`src/pllc_pkg.sv`:
```
// Package: register map, field positions, reset values and loop constants
package pllc_pkg;

  // ************************************************************
  // Register indices; byte address is four times the index
  // ************************************************************
  localparam logic [5:0] PLLC_IDX_CONTROL    = 6'h1C;
  localparam logic [5:0] PLLC_IDX_BANDWIDTH  = 6'h1D;
  localparam logic [5:0] PLLC_IDX_MULTIPLIER = 6'h1E;

  // ************************************************************
  // Field positions
  // ************************************************************
  localparam int PLLC_CTL_IRQ_EN   = 7;
  localparam int PLLC_CTL_FLAG     = 6;
  localparam int PLLC_CTL_POWER    = 5;
  localparam int PLLC_CTL_BASE_SEL = 4;
  localparam int PLLC_BW_AUTO      = 7;
  localparam int PLLC_BW_LOCK      = 6;
  localparam int PLLC_BW_ACQ       = 5;
  localparam int PLLC_MUL_N_LSB    = 4;
  localparam int PLLC_MUL_L_LSB    = 0;

  // ************************************************************
  // Reset values
  // ************************************************************
  localparam logic [7:0] PLLC_CONTROL_RESET    = 8'h20;
  localparam logic [7:0] PLLC_BANDWIDTH_RESET  = 8'h00;
  localparam logic [7:0] PLLC_MULTIPLIER_RESET = 8'h11;

  // ************************************************************
  // Lock detector: window length in reference edges and thresholds
  // ************************************************************
  localparam logic [7:0] PLLC_WINDOW_EDGES = 8'h20;
  localparam logic [7:0] PLLC_LOCK_ENTER   = 8'h01;
  localparam logic [7:0] PLLC_LOCK_EXIT    = 8'h02;
  localparam logic [7:0] PLLC_TRK_ENTER    = 8'h02;
  localparam logic [7:0] PLLC_TRK_EXIT     = 8'h04;

  // Phase detector state
  typedef enum logic [1:0] {PLLC_PD_IDLE, PLLC_PD_UP, PLLC_PD_DOWN} pllc_pd_e;

endpackage

```
`src/pllc_top.sv`:
```
// PLL loop mode, divider, lock detector and register file behind Wishbone
`timescale 1ns/100ps
`default_nettype none

module pllc_top
  import pllc_pkg::*;
(
  // Clock and reset
  input  wire logic        core_clk,
  input  wire logic        srst,
  // Wishbone slave
  input  wire logic        wb_cyc_i,
  input  wire logic        wb_stb_i,
  input  wire logic        wb_we_i,
  input  wire logic [7:0]  wb_adr_i,
  input  wire logic [3:0]  wb_sel_i,
  input  wire logic [31:0] wb_dat_i,
  output logic      [31:0] wb_dat_o,
  output logic             wb_ack_o,
  // System integration
  input  wire logic        oscillator_enable_request,
  output logic             cpu_irq,
  // Crystal and VCO side
  input  wire logic        crystal_amp_input,
  output logic             crystal_amp_output,
  input  wire logic        vco_clock,
  output logic             pll_active,
  output logic             filter_tracking,
  output logic             pump_up,
  output logic             pump_down,
  // Derived clocks
  output logic             crystal_clock,
  output logic             loop_reference_clock,
  output logic             final_reference_clock,
  output logic             vco_feedback_clock,
  output logic             base_source_select,
  output logic             base_clock_out,
  output logic             bus_clock
);

  // ************************************************************
  // Helpers
  // ************************************************************
  function automatic logic [3:0] eff_n(input logic [3:0] n);
    eff_n = (n == 4'h0) ? 4'h1 : n;
  endfunction

  function automatic logic [7:0] abs_diff(input logic [7:0] a, input logic [7:0] b);
    abs_diff = (a > b) ? (a - b) : (b - a);
  endfunction

  // ************************************************************
  // Register state
  // ************************************************************
  logic       irq_en_reg;
  logic       pll_flag_reg;
  logic       pll_on_reg;
  logic       base_sel_reg;
  logic       auto_reg;
  logic       acq_sw_reg;
  logic [7:0] mult_reg;
  logic       lock_reg;
  logic       trk_reg;
  logic [3:0] mult_n;
  logic [3:0] mult_l;
  logic       acq_bit;

  assign mult_n  = mult_reg[PLLC_MUL_N_LSB +: 4];
  assign mult_l  = mult_reg[PLLC_MUL_L_LSB +: 4];
  assign acq_bit = auto_reg ? trk_reg : acq_sw_reg;

  // ************************************************************
  // Input synchronisers: a change counts once stages two and three agree
  // ************************************************************
  logic [2:0] xtal_sync_reg;
  logic [2:0] vco_sync_reg;
  logic       xtal_level_reg;
  logic       vco_level_reg;
  logic       xtal_rise;
  logic       vco_rise;

  always_ff @(posedge core_clk) begin
    if (srst) begin
      xtal_sync_reg <= 3'h0;
      vco_sync_reg  <= 3'h0;
    end else begin
      xtal_sync_reg <= {xtal_sync_reg[1:0], crystal_amp_input};
      vco_sync_reg  <= {vco_sync_reg[1:0], vco_clock};
    end
  end

  assign xtal_rise = (xtal_sync_reg[1] == xtal_sync_reg[2]) && xtal_sync_reg[2] && !xtal_level_reg;
  assign vco_rise  = (vco_sync_reg[1] == vco_sync_reg[2]) && vco_sync_reg[2] && !vco_level_reg;

  always_ff @(posedge core_clk) begin
    if (srst) begin
      xtal_level_reg <= 1'b0;
      vco_level_reg  <= 1'b0;
    end else begin
      if (xtal_sync_reg[1] == xtal_sync_reg[2]) begin
        xtal_level_reg <= xtal_sync_reg[2];
      end
      if (vco_sync_reg[1] == vco_sync_reg[2]) begin
        vco_level_reg <= vco_sync_reg[2];
      end
    end
  end

  // ************************************************************
  // Crystal oscillator and reference path
  // ************************************************************
  logic osc_on;
  logic ref_rise;

  assign osc_on   = oscillator_enable_request;
  assign ref_rise = osc_on && xtal_rise;

  always_ff @(posedge core_clk) begin
    if (srst) begin
      crystal_amp_output    <= 1'b0;
      crystal_clock         <= 1'b0;
      loop_reference_clock  <= 1'b0;
      final_reference_clock <= 1'b0;
    end else begin
      // Amplifier held quiet while the oscillator is not requested
      // Inverts the synchronised level, so the raw pin never reaches a flop's logic
      crystal_amp_output    <= osc_on && !xtal_level_reg;
      crystal_clock         <= osc_on && xtal_level_reg;
      loop_reference_clock  <= crystal_clock;
      final_reference_clock <= loop_reference_clock;
    end
  end

  // ************************************************************
  // PLL enable and modulo feedback divider
  // ************************************************************
  logic       pll_run;
  logic [3:0] div_cnt_reg;
  logic       fb_rise;

  assign pll_run = pll_on_reg && osc_on && (mult_l != 4'h0);
  assign fb_rise = pll_run && vco_rise && (div_cnt_reg == eff_n(mult_n) - 4'h1);

  always_ff @(posedge core_clk) begin
    if (srst) begin
      div_cnt_reg        <= 4'h0;
      vco_feedback_clock <= 1'b0;
      pll_active         <= 1'b0;
    end else begin
      pll_active <= pll_run;
      if (!pll_run) begin
        div_cnt_reg        <= 4'h0;
        vco_feedback_clock <= 1'b0;
      end else begin
        if (vco_rise) begin
          div_cnt_reg <= fb_rise ? 4'h0 : div_cnt_reg + 4'h1;
        end
        // High for the first N/2 VCO cycles, rounded down, of each N-cycle period; with an effective N of 1 it follows the VCO level
        if (eff_n(mult_n) == 4'h1) begin
          vco_feedback_clock <= vco_level_reg;
        end else begin
          vco_feedback_clock <= (div_cnt_reg < (eff_n(mult_n) >> 1));
        end
      end
    end
  end

  // ************************************************************
  // Phase detector: earlier edge opens a pulse, the later one closes it
  // ************************************************************
  pllc_pd_e pd_state_reg;

  always_ff @(posedge core_clk) begin
    if (srst || !pll_run) begin
      pd_state_reg <= PLLC_PD_IDLE;
    end else begin
      case (pd_state_reg)
        PLLC_PD_IDLE: begin
          if (ref_rise && !fb_rise) begin
            pd_state_reg <= PLLC_PD_UP;
          end else if (fb_rise && !ref_rise) begin
            pd_state_reg <= PLLC_PD_DOWN;
          end
        end
        PLLC_PD_UP: begin
          if (fb_rise) begin
            pd_state_reg <= PLLC_PD_IDLE;
          end
        end
        PLLC_PD_DOWN: begin
          if (ref_rise) begin
            pd_state_reg <= PLLC_PD_IDLE;
          end
        end
        default: pd_state_reg <= PLLC_PD_IDLE;
      endcase
    end
  end

  always_ff @(posedge core_clk) begin
    if (srst) begin
      pump_up   <= 1'b0;
      pump_down <= 1'b0;
    end else begin
      pump_up   <= pll_run && (pd_state_reg == PLLC_PD_UP);
      pump_down <= pll_run && (pd_state_reg == PLLC_PD_DOWN);
    end
  end

  // ************************************************************
  // Lock detector over a window of reference edges
  // ************************************************************
  logic [7:0] win_cnt_reg;
  logic [7:0] fb_cnt_reg;
  logic [7:0] fb_total;
  logic [7:0] freq_err;
  logic       win_end;
  logic       lock_next;

  assign fb_total = fb_cnt_reg + {7'h00, fb_rise};
  assign freq_err = abs_diff(fb_total, PLLC_WINDOW_EDGES);
  assign win_end  = ref_rise && (win_cnt_reg == PLLC_WINDOW_EDGES - 8'h01);

  always_comb begin
    lock_next = lock_reg;
    if (!pll_run || !auto_reg) begin
      lock_next = 1'b0;
    end else if (win_end) begin
      if (freq_err <= PLLC_LOCK_ENTER) begin
        lock_next = 1'b1;
      end else if (freq_err > PLLC_LOCK_EXIT) begin
        lock_next = 1'b0;
      end
    end
  end

  always_ff @(posedge core_clk) begin
    if (srst || !pll_run) begin
      win_cnt_reg <= 8'h00;
      fb_cnt_reg  <= 8'h00;
    end else if (win_end) begin
      win_cnt_reg <= 8'h00;
      fb_cnt_reg  <= 8'h00;
    end else begin
      // Window paced by reference edges so detector speed tracks reference
      win_cnt_reg <= win_cnt_reg + {7'h00, ref_rise};
      fb_cnt_reg  <= fb_total;
    end
  end

  always_ff @(posedge core_clk) begin
    if (srst) begin
      lock_reg <= 1'b0;
      trk_reg  <= 1'b0;
    end else begin
      lock_reg <= lock_next;
      if (!pll_run || !auto_reg) begin
        trk_reg <= 1'b0;
      end else if (win_end) begin
        if (freq_err <= PLLC_TRK_ENTER) begin
          trk_reg <= 1'b1;
        end else if (freq_err > PLLC_TRK_EXIT) begin
          trk_reg <= 1'b0;
        end
      end
    end
  end

  // Filter mode: acquisition shows the bit clear, otherwise tracking
  always_ff @(posedge core_clk) begin
    if (srst) begin
      filter_tracking <= 1'b0;
    end else begin
      filter_tracking <= pll_run && acq_bit;
    end
  end

  // ************************************************************
  // Wishbone slave: one wait state, ack for one cycle
  // ************************************************************
  logic       wb_req;
  logic       wb_done;
  logic       wr_ctl;
  logic       wr_bw;
  logic       wr_mul;
  logic       rd_ctl;
  logic [7:0] wr_byte;
  logic [7:0] rd_byte;

  assign wb_req  = wb_cyc_i && wb_stb_i && !wb_ack_o;
  assign wb_done = wb_cyc_i && wb_stb_i && wb_ack_o;
  assign wr_byte = wb_dat_i[7:0];
  assign wr_ctl  = wb_done && wb_we_i && wb_sel_i[0] && (wb_adr_i[7:2] == PLLC_IDX_CONTROL);
  assign wr_bw   = wb_done && wb_we_i && wb_sel_i[0] && (wb_adr_i[7:2] == PLLC_IDX_BANDWIDTH);
  assign wr_mul  = wb_done && wb_we_i && wb_sel_i[0] && (wb_adr_i[7:2] == PLLC_IDX_MULTIPLIER);
  assign rd_ctl  = wb_done && !wb_we_i && (wb_adr_i[7:2] == PLLC_IDX_CONTROL);

  always_comb begin
    rd_byte = 8'h00;
    case (wb_adr_i[7:2])
      PLLC_IDX_CONTROL: begin
        rd_byte[PLLC_CTL_IRQ_EN]   = irq_en_reg && auto_reg;
        rd_byte[PLLC_CTL_FLAG]     = pll_flag_reg && auto_reg;
        rd_byte[PLLC_CTL_POWER]    = pll_on_reg;
        rd_byte[PLLC_CTL_BASE_SEL] = base_sel_reg;
      end
      PLLC_IDX_BANDWIDTH: begin
        rd_byte[PLLC_BW_AUTO] = auto_reg;
        rd_byte[PLLC_BW_LOCK] = lock_reg;
        rd_byte[PLLC_BW_ACQ]  = acq_bit;
      end
      PLLC_IDX_MULTIPLIER: rd_byte = mult_reg;
      default: rd_byte = 8'h00;
    endcase
  end

  always_ff @(posedge core_clk) begin
    if (srst) begin
      wb_ack_o <= 1'b0;
      wb_dat_o <= 32'h0000_0000;
    end else begin
      wb_ack_o <= wb_req;
      if (wb_req) begin
        wb_dat_o <= {24'h00_0000, rd_byte};
      end
    end
  end

  // ************************************************************
  // Software-written control bits
  // ************************************************************
  always_ff @(posedge core_clk) begin
    if (srst) begin
      irq_en_reg   <= PLLC_CONTROL_RESET[PLLC_CTL_IRQ_EN];
      pll_on_reg   <= PLLC_CONTROL_RESET[PLLC_CTL_POWER];
      base_sel_reg <= PLLC_CONTROL_RESET[PLLC_CTL_BASE_SEL];
      auto_reg     <= PLLC_BANDWIDTH_RESET[PLLC_BW_AUTO];
      acq_sw_reg   <= PLLC_BANDWIDTH_RESET[PLLC_BW_ACQ];
      mult_reg     <= PLLC_MULTIPLIER_RESET;
    end else begin
      if (wr_ctl) begin
        // Enable cannot be written in manual mode
        if (auto_reg) begin
          irq_en_reg <= wr_byte[PLLC_CTL_IRQ_EN];
        end
        // Power cannot be written while the VCO drives the base clock
        if (!base_sel_reg) begin
          pll_on_reg <= wr_byte[PLLC_CTL_POWER];
        end
        // Selection only with power already on; one write can still set it while clearing power
        if (pll_on_reg && (mult_l != 4'h0)) begin
          base_sel_reg <= wr_byte[PLLC_CTL_BASE_SEL];
        end
      end else if (mult_l == 4'h0) begin
        base_sel_reg <= 1'b0;
      end
      if (wr_bw) begin
        auto_reg <= wr_byte[PLLC_BW_AUTO];
        if (!auto_reg) begin
          acq_sw_reg <= wr_byte[PLLC_BW_ACQ];
        end
      end
      if (wr_mul) begin
        mult_reg <= wr_byte;
      end
    end
  end

  // ************************************************************
  // Lock-change flag and interrupt request
  // ************************************************************
  always_ff @(posedge core_clk) begin
    if (srst) begin
      pll_flag_reg <= 1'b0;
    end else if (auto_reg && (lock_next != lock_reg)) begin
      pll_flag_reg <= 1'b1; // set beats a same-cycle read clear
    end else if (rd_ctl || !auto_reg) begin
      pll_flag_reg <= 1'b0;
    end
  end

  always_ff @(posedge core_clk) begin
    if (srst) begin
      cpu_irq <= 1'b0;
    end else begin
      cpu_irq <= pll_flag_reg && irq_en_reg && auto_reg;
    end
  end

  // ************************************************************
  // Base clock and bus clock from the selected source
  // ************************************************************
  logic src_rise;

  assign src_rise = base_sel_reg ? (pll_run && vco_rise) : ref_rise;

  always_ff @(posedge core_clk) begin
    if (srst) begin
      base_source_select <= 1'b0;
      base_clock_out     <= 1'b0;
      bus_clock          <= 1'b0;
    end else begin
      base_source_select <= base_sel_reg;
      if (src_rise) begin
        base_clock_out <= !base_clock_out;
        // Bus clock toggles on each base rise: a quarter of the source
        if (!base_clock_out) begin
          bus_clock <= !bus_clock;
        end
      end
    end
  end
endmodule

`default_nettype wire

```
`config.mk`:
```
export PLATFORM = sky130hd
export DESIGN_NAME = pllc_top
export DESIGN_NICKNAME = d
export VERILOG_FILES = /design/src/pllc_pkg.sv /design/src/pllc_top.sv
export SDC_FILE = /design/constraint.sdc
export NUM_CORES = 1
export LEC_CHECK = 0
export BUFFER_PORTS_ARGS = -buffer_cell sky130_fd_sc_hd__buf_2
export CAP_MARGIN = 40
export CORE_ASPECT_RATIO = 1.2
export CORE_MARGIN = 1
export CORE_UTILIZATION = 40
export DETAILED_ROUTE_END_ITERATION = 8
export PLACE_DENSITY = 0.67
export SYNTH_ARGS = -nofsm -noshare
export SYNTH_HDL_FRONTEND = slang
export SYNTH_SLANG_ARGS = --single-unit
```
`constraint.sdc`:
```
create_clock -name core_clk -period 4.95 [get_ports core_clk]
set_clock_uncertainty 0.2 [all_clocks]
set_input_delay 0.99 -clock core_clk [delete_from_list [all_inputs] [get_ports core_clk]]
set_output_delay 0.99 -clock core_clk [all_outputs]
set_load 0.01 [all_outputs]
```
---- Yosys cells after proc, flatten, opt, wreduce, memory -nomap -nowiden ----
Index checks and enable logic that the tools add are counted.
word-level totals
  output and inout port bits .............. 46
  register bits ........................... 68
  word-level logic and storage cells ...... 151
  input bits .............................. 52
operators by class
  $add $sub $neg .......................... 6
  muxes and demuxes ....................... 25
  magnitude comparators ................... 6
  bitwise gates (word level) .............. 4
  reduce and logical (&&, ||, !) cells .... 63
  equal/unequal tests ..................... 15
operator list
  cell                   number
  $logic_and A1 B1 Y1    33
  $eq A6 B5 Y1 const B   3
  $add A8 B1 Y8          2
  $mux W1                14
  $mux W4                3
  $reduce_and A2 Y1      6
  $logic_not A1 Y1       10
  $pmux W3 S3            1
  $eq A8 B5 Y1 const B   1
  $gt A8 B2 Y1 const B   1
  $gt A8 B3 Y1 const B   1
  $gt A8 B6 Y1 const B   1
  $le A8 B1 Y1 const B   1
  $le A8 B2 Y1 const B   1
  $logic_not A4 Y1       2
  $mux W2                4
  $mux W8                1
  $sub A6 B8 Y8 const A  1
  $sub A8 B6 Y8 const B  1
  $pmux W2 S3            1
  $reduce_bool A2 Y1     3
  $reduce_or A2 Y1       3
  $add A4 B1 Y4 const B  1
  $eq A4 B1 Y1 const B   1
  other kinds (16)       23

---- Longest topological paths before layout ----
Gate-level depths: netlist of the first run.
  depth in word-level cells ............... 16
  gate-level depth with buffers ........... 19
  depth with buffers taken out ............ 18

---- Worst setup path before layout of the first run ----
No wires, ideal clock.
  path type ............................... input to register
  from .................................... in oscillator_enable_request
  to ...................................... reg pll_flag_reg
  data arrival time ....................... 3,720 ps
  stages .................................. 15
  slack ................................... 957 ps
  data required time ...................... 4,677 ps
  buffers on the path ..................... 0
  library setup time ...................... 73 ps
  cell sequence ........................... nand3_1 > nor2_1 > nand4b_1 > inv_1 > ha_1 > ha_1 > inv_1 > ha_1 > and3_2 > a31oi_2 > a2bb2oi_4 > nor3_1 > or4_1 > a31o_1 > o211ai_2
on the way
  cells in the longest elaborated chain, start to end .. 15
  elaborated cells on any way between the ends .. 23
  classes of those cells .................. 3 x add/sub; 3 x order compare; 1 x eq/ne; 6 x mux; 10 x reduce/logical
RTL lines
  what                                                  line             RTL
  start: declaration                                    pllc_top.sv:21   input wire logic oscillator_enable_request,
  $logic_and A1 B1 Y1 (*) (2 in a row)                  pllc_top.sv:141  assign pll_run = pll_on_reg && osc_on && (mult_l != 4'h0);
  $logic_and A1 B1 Y1 (*) (2 in a row)                  pllc_top.sv:142  assign fb_rise = pll_run && vco_rise && (div_cnt_reg == eff_n(mult_n) - 4'h1);
  $add A8 B1 Y8 (*)                                     pllc_top.sv:220  assign fb_total = fb_cnt_reg + {7'h00, fb_rise};
  net fb_total[1]                                       pllc_top.sv:215  logic [7:0] fb_total;
  $sub A6 B8 Y8 (tied with other cells)                 pllc_top.sv:49   abs_diff = (a > b) ? (a - b) : (b - a);
  $mux W8 (*)                                           pllc_top.sv:49
  $gt A8 B2 Y1                                          pllc_top.sv:231  end else if (freq_err > PLLC_LOCK_EXIT) begin
  $mux W1                                               pllc_top.sv:231
  $mux W1 (*)                                           pllc_top.sv:229  if (freq_err <= PLLC_LOCK_ENTER) begin
  $mux W1 (*)                                           pllc_top.sv:228  end else if (win_end) begin
  $mux W1 (*)                                           pllc_top.sv:226  if (!pll_run || !auto_reg) begin
  $ne A1 B1 Y1 (*)                                      pllc_top.sv:375  end else if (auto_reg && (lock_next != lock_reg)) begin
  $logic_and A1 B1 Y1 (*)                               pllc_top.sv:375
  $mux W1 / $reduce_bool A2 Y1 (equally long branches)  n/a
  end signal: assignment                                pllc_top.sv:374  pll_flag_reg <= 1'b0;
  end signal: assignment                                pllc_top.sv:376  pll_flag_reg <= 1'b1;
  end signal: assignment                                pllc_top.sv:378  pll_flag_reg <= 1'b0;
  end: declaration                                      pllc_top.sv:56   logic pll_flag_reg;
Mark *: on every way through the listed nets, which the timed path passes. The rest lies on a longest branch.
A chain may end at the register's enable or synchronous reset.

---- Worst setup path in the final report of the first run ----
  from .................................... reg mult_reg[5]
  to ...................................... reg pll_flag_reg
on the way
  cells in the longest elaborated chain, start to end .. 16
  elaborated cells on any way between the ends .. 20
  classes of those cells .................. 4 x add/sub; 3 x order compare; 2 x eq/ne; 7 x mux; 4 x reduce/logical
RTL lines
  what                                                  line             RTL
  start: declaration                                    pllc_top.sv:61   logic [7:0] mult_reg;
  start signal: assignment                              pllc_top.sv:364  mult_reg <= wr_byte;
  $logic_not A4 Y1                                      pllc_top.sv:45   eff_n = (n == 4'h0) ? 4'h1 : n;
  $mux W4 (*)                                           pllc_top.sv:45
  $sub A4 B1 Y4 (*)                                     pllc_top.sv:142
  $eq A4 B4 Y1 (*)                                      pllc_top.sv:142
  $logic_and A1 B1 Y1 (*)                               pllc_top.sv:142
  $add A8 B1 Y8 (*)                                     pllc_top.sv:220
  net fb_total[1]                                       pllc_top.sv:215
  $sub A6 B8 Y8 (tied with other cells)                 pllc_top.sv:49
  $mux W8 (*)                                           pllc_top.sv:49
  $gt A8 B2 Y1                                          pllc_top.sv:231
  $mux W1                                               pllc_top.sv:231
  $mux W1 (*)                                           pllc_top.sv:229
  $mux W1 (*)                                           pllc_top.sv:228
  $mux W1 (*)                                           pllc_top.sv:226
  $ne A1 B1 Y1 (*)                                      pllc_top.sv:375
  $logic_and A1 B1 Y1 (*)                               pllc_top.sv:375
  $mux W1 / $reduce_bool A2 Y1 (equally long branches)  n/a
Marks and branches as above.

==> results of run 1 <==
==> through the flow <==
| stage | hold WS (ns) | power, mW | setup slack (ns) | instances |
|---|---|---|---|---|
| floorplan | 0.214 | 0.607 | 0.957 | 424 |
| global placement | 0.221 | 0.609 | 0.529 | 552 |
| detailed placement | 0.225 | 0.609 | 0.431 | 552 |
| CTS | 0.243 | 1.06 | 0.622 | 568 |
| global route | 0.261 | 1.09 | 0.333 | 568 |
| finish | 0.245 | 1.05 | 0.611 | 568 |
==> logic make-up (layout without fill, tap and decap cells) <==
family / after synthesis / count (layout) / share of synthesized area (%)
adder cells (fa/ha/maj): 17 / 17 / 5.93
flip-flops: 68 / 68 / 38.0
other: 1 / 24 / 0.105
AND/OR/NAND/NOR: 169 / 169 / 24.9
multiplexers: 16 / 16 / 4.47
XOR/XNOR: 23 / 23 / 6.04
buffers and inverters: 50 / 77 / 7.82
AO/OA/AOI/OAI: 57 / 57 / 12.8
==> worst max-delay path by stage <==
stage          slack (ns)  cells after the start                      start            to
2_1_floorplan        0.96                     15  oscillator_enable_request  pll_flag_reg
3_3_place_gp         0.53                     16  oscillator_enable_request  pll_flag_reg
3_5_place_dp         0.43                     16  oscillator_enable_request  pll_flag_reg
4_1_cts              0.62                     18                mult_reg[6]  pll_flag_reg
5_1_grt              0.33                     18                mult_reg[6]  pll_flag_reg
6_report             0.61                     18                mult_reg[5]  pll_flag_reg
==> layer usage <==
layer | track usage [%] | vias to the layer above
met5 | 0 | -
met1 | 20.6 | 1357
met4 | 7.37 | 0
li1 | - | 1451
met3 | 3.52 | 12
met2 | 25.4 | 74
==> cell usage in the layout, fill, tap and decap left out, types with 4 or more instances in the layout <==
cell,count
dfxtp_1,68
nor2_1,56
buf_2,44
conb_1,24
nand3_1,19
ha_1,17
mux2i_1,16
nand2_1,16
nor3_1,15
inv_1,13
xor2_1,13
nor2b_1,13
xnor2_1,9
a22oi_1,9
clkbuf_8,9
o21ai_0,8
a21oi_1,7
nand3b_1,6
and3_1,6
nand4_1,5
or4_1,4
or2_2,4
==> power by group <==
group	internal (mW)	total (mW)	switching (mW)	leakage, nW
Sequential	0.550	0.552	0.00149	0.549
Combinational	0.0144	0.0443	0.0300	1.07
Clock	0.233	0.451	0.219	0.0927
==> worst max-delay path, stage by stage, from the launching register on <==
cell and delay [ns]:
dfxtp_1 0.37, nor3_1 0.19, nor2_1 0.08, ha_1 0.19
xnor2_1 0.18, xnor2_1 0.14, nand4b_1 0.18, inv_1 0.10
ha_1 0.26, ha_1 0.32, inv_1 0.13, ha_1 0.27
nor4b_1 0.32, a31oi_2 0.14, o22ai_1 0.34, a21oi_1 0.14
or4_1 0.41, a31o_1 0.24, o211ai_2 0.06
==> Yosys cell counts (2+ instances only) <==
cell      number  area (um2)
nand4_1        5        31.3
nor3_1        15        75.1
nand2b_1       3        18.8
nand2_1       16        60.1
a211o_1        2        17.5
buf_4         24         180
nor3b_1        3        22.5
dfxtp_1       68        1360
o21ai_0        8        40.0
or2_2          4        25.0
nor2_1        56         210
inv_1         13        48.8
or3_1          2        12.5
nand4b_1       2        17.5
nor2b_1       13        81.3
o211ai_1       3        22.5
mux2i_1       16         160
a31oi_1        2        12.5
clkbuf_1       9        33.8
xnor2_1        9        78.8
nor4b_1        2        17.5
xor2_1        13         114
a22oi_1        9        67.6
nand3b_1       6        45.0
ha_1          17         213
o22ai_1        3        18.8
or4_1          4        30.0
buf_2          2        10.0
a21oi_1        7        35.0
and3_1         6        37.5
nand3_1       19        95.1
a211oi_1       3        22.5
and2_1         2        12.5
o21ai_1        2        10.0
==> area by class of cell <==
cell class                 count  area (um2)
timing repair buffer          47         243
multi-input combinational    306        2030
clock buffer                  10         128
tap                          117         146
sequential                    68        1360
clock inverter                 6        63.8
fill                         861        4630
inverter                      14        52.6
==> metrics.yaml, run 1 <==
die:
  rows: 37
  die_h_um: 106
  initial_core_util_pct: 41.4
  die_area_um2: 9350
  core_area_um2: 8660
  die_x_um: 88.4
  design.portCount: 98
global_route:
  grt_pass1_vias: 2701
  antenna_found_initial: 0
  grt_pass1_wl_um: 12000
  grt_max_degree: 40
  overflow: 0
  groute.usage.overall_pct: 16.1
clock_network:
  root_buffer: "clkbuf_8"
  cts_tree: "yes"
  cts_resized: 0
  clock_latency_ns: 0.34
  clock_sinks: 68
  numCtsBuffers: 9
  postCtsSetupBuffers: 0
  clk_path_buf_depth: 2
  clkTransAtPathRegs_ns: 0.08
  cts_hold_buf: 0
  htreeDepth: 3
yosys:
  synthFlopType: "dfxtp_1"
  synthArstFlopShare_pct: 0
  synth-edff-count: 0
  syn-cell-area_um2: 3580
  synth.distinct_cells: 67
  postSynthCellCount: 401
  ys_ff_latch: 68
  ys_seq_area_share_pct: 38.0
  postSynthAreaPerCell_um2: 8.94
  yosysWarnings: 0
finish:
  syn_to_final_growth_pct: 12.3
  drive_gt1_share_pct: 18.4
  n_antenna_cell: 0
  nets: 515
  utilization_pct: 46.5
  final_cell_area_um2: 4020
min_path:
  min_from: "vco_sync_reg[0]"
  hp-class: "reg -> reg"
  hold-path-cell-count: 1
  min_to: "vco_sync_reg[1]"
routing:
  highest_layer: "met4"
  avgRoutedWirePerCell_um: 12.2
  drt-met1-wl_um: 3300
  drc: 0
  vias: 2894
  totalWireLength_um: 6940
  wl_met3_um: 266
  drt_first_pass_iters: 4
  first_iter_violations: 113
  postRouteAntennaNets: 0
  wl_met2_um: 3260
  via_per_inst: 5.10
worst_setup_path:
  worstSetupStartpointType: "register"
  ff2ff_setup_slack_ns: 0.61
  endpoint_kind: "register"
  arrival_ns: 4.41
  r2r-end: "pll_flag_reg"
  critPathRequiredTime_ns: 5.02
  r2r-start: "mult_reg[5]"
  crit_type: "reg -> reg"
  worstPathMaxFanout: 6
  ff2ff_path_depth: 18
pwr:
  powerDensity_nw_per_um2: 260
  p_leak_nw: 1.71
  ir_drop_mv: 0.105
placement:
  routabilityCongestion: 0.848
  io_buffers: 44
  placed_area_um2: 3830
  hpwl_um: 5050
timing:
  tightest_slew_ns: 0.664
  setup_tns_ns: 0
  slew_headroom_pct: 55.8
  setup_viol: 0
  report.final.slew_viol_count: 0
  final.period_utilization_pct: 87.7
  period_minus_slack_ns: 4.34
  hold_viol: 0
  max_freq_mhz: 230
  rsz0062_at_grt: "false"
outcome:
  status: "finished clean"
job:
  cap_violations: 0
Note: power is estimated with default switching activity, not from simulation.
==> run 2: changes to the inputs <==
PLACE_DENSITY = 0.68   (was 0.67)
==> run 2 against run 1 <==
- sequential power about the same
- utilization increased by 0.22 points
- worst hold slack got worse by 0.0029 ns
- die area unchanged
- maximum frequency decreased by 1.6%
- sequential share of layout area decreased by 0.16 points
==> metrics.yaml, run 2 (synthesis gave the netlist of run 1 again) <==
finish:
  final_cell_area_um2: 4040  # +0.47%
  n_antenna_cell: 0  # unchanged
  utilization_pct: 46.7  # +0.22 points
  drive_gt1_share_pct: 18.6  # +0.22 points
  nets: 515  # unchanged
  final_common_cell: "dfxtp_1"
  final_cell_mix: "68 x dfxtp_1, 56 x nor2_1, 44 x buf_2"
  instances_no_fill: 568  # unchanged
  syn_to_final_growth_pct: 12.8
clock_network:
  clkTransAtPathRegs_ns: 0.08  # about the same
  numCtsBuffers: 9  # unchanged
  postCtsSetupBuffers: 0  # unchanged
  root_buffer: "clkbuf_8"
  clk_path_buf_depth: 2  # unchanged
  clock_latency_ns: 0.35  # about the same
  cts_resized: 0  # unchanged
  cts_hold_buf: 0  # unchanged
  htreeDepth: 3  # unchanged
  clock_sinks: 68  # unchanged
  cts_tree: "yes"
placement:
  placed_area_um2: 3830  # unchanged
  hpwl_um: 5110  # +1.2%
  io_buffers: 44  # unchanged
  routabilityCongestion: 0.800  # -5.7%
  dp_cells: 552  # unchanged
outcome:
  status: "finished clean"
timing:
  hold_viol: 0  # unchanged
  whs_ns: 0.242  # -0.00292 ns
  max_freq_mhz: 227  # -1.6%
  rsz0062_at_grt: "false"
  slew_headroom_pct: 54.6  # -1.1 points
  period_minus_slack_ns: 4.41  # +0.0712 ns
  report.final.slew_viol_count: 0  # unchanged
  final.period_utilization_pct: 89.1  # +1.4 points
  setup_tns_ns: 0  # unchanged
  setup_viol: 0  # unchanged
  tightest_slew_ns: 0.681  # +0.0171 ns
global_route:
  grt_pass1_wl_um: 11800  # -1.6%
  use_met2_pct: 25.8  # +0.33 points
  grtUsageMet3_pct: 3.92  # +0.39 points
  overflow: 0  # unchanged
  grt_max_degree: 40  # unchanged
  groute.usage.overall_pct: 16.0  # -0.052 points
  grt_pass1_vias: 2624  # -2.9%
  met1_usage_pct: 20.5  # -0.096 points
  antenna_found_initial: 0  # unchanged
  top_usage_layer: "met2"
routing:
  postRouteAntennaNets: 0  # unchanged
  vias: 2864  # -1.0%
  via_per_inst: 5.04  # -1.0%
  drt_first_pass_iters: 4  # unchanged
  avgRoutedWirePerCell_um: 12.5  # +1.9%
  first_iter_violations: 132  # +17%
  drc: 0  # unchanged
  totalWireLength_um: 7070  # +1.9%
worst_setup_path:
  arrival_ns: 4.48  # +0.07 ns
  endpoint_kind: "register"
  worstSetupStartpointType: "register"
  ff2ff_setup_slack_ns: 0.54  # -0.07 ns
  critPathRequiredTime_ns: 5.02  # about the same
  crit_type: "reg -> reg"
  worstPathMaxFanout: 6  # unchanged
pwr:
  ir_drop_mv: 0.148  # +42%
  p_leak_nw: 1.72  # +0.54%
  powerDensity_nw_per_um2: 267  # +2.4%
die:
  rows: 37  # unchanged
  die_area_um2: 9350  # unchanged
  design.portCount: 98  # unchanged
  die_x_um: 88.4  # unchanged
  core_area_um2: 8660  # unchanged
  die_h_um: 106  # unchanged
  initial_core_util_pct: 41.4  # unchanged
job:
  cap_violations: 0  # unchanged
min_path:
  hp-class: "reg -> reg"
[run 2: changes by cell type in the layout (fill, tap and decap cells not counted), sizes merged]
cell    previous run  this run
clkinv             2         1
clkbuf            10        11
[run 2: per-stage QoR]
stage,total power [mW],setup slack (ns)
2_1_floorplan,0.607,0.957
3_3_place_gp,0.609,0.505
3_5_place_dp,0.609,0.363
4_1_cts,1.09,0.561
5_1_grt,1.11,0.176
6_report,1.08,0.540
[run 2: metal layers]
metal	vias up	share of wire, %
li1	1448	-
met1	1333	47
met2	73	48
met3	10	3.8
met4	0	1.4
met5	-	0
[run 2: power by group]
group	switching, mW	total, mW	internal [mW]
Sequential	0.00158	0.552	0.550
Clock	0.220	0.481	0.261
Combinational	0.0302	0.0446	0.0144
Total	0.252	1.08	0.826
[run 2: worst paths after layout]
path	cells after the start	from	to
hold / removal	1	xtal_sync_reg[0]	xtal_sync_reg[1]
setup reg to reg	18	mult_reg[6]	pll_flag_reg
hold reg to reg	1	xtal_sync_reg[0]	xtal_sync_reg[1]
setup / recovery	18	mult_reg[6]	pll_flag_reg
[run 2: area by class of cell]
cell class / instances / area, um2
fill: 872 / 4610
multi-input combinational: 306 / 2030
sequential: 68 / 1360
timing repair buffer: 47 / 243
clock buffer: 11 / 151
tap: 117 / 146
clock inverter: 5 / 58.8
inverter: 14 / 52.6
[run 2: worst max-delay path, cell delays in order (launching register included)]
cell and delay (ns):
dfxtp_1 0.38, nor3_1 0.19, nor2_1 0.08, ha_1 0.19, xnor2_1 0.18, xnor2_1 0.14, nand4b_1 0.14, inv_1 0.08
ha_1 0.24, ha_1 0.31, inv_1 0.15, ha_1 0.28, nor4b_1 0.41, a31oi_2 0.16, o22ai_1 0.36, a21oi_1 0.11
or4_1 0.42, a31o_1 0.24, o211ai_2 0.06
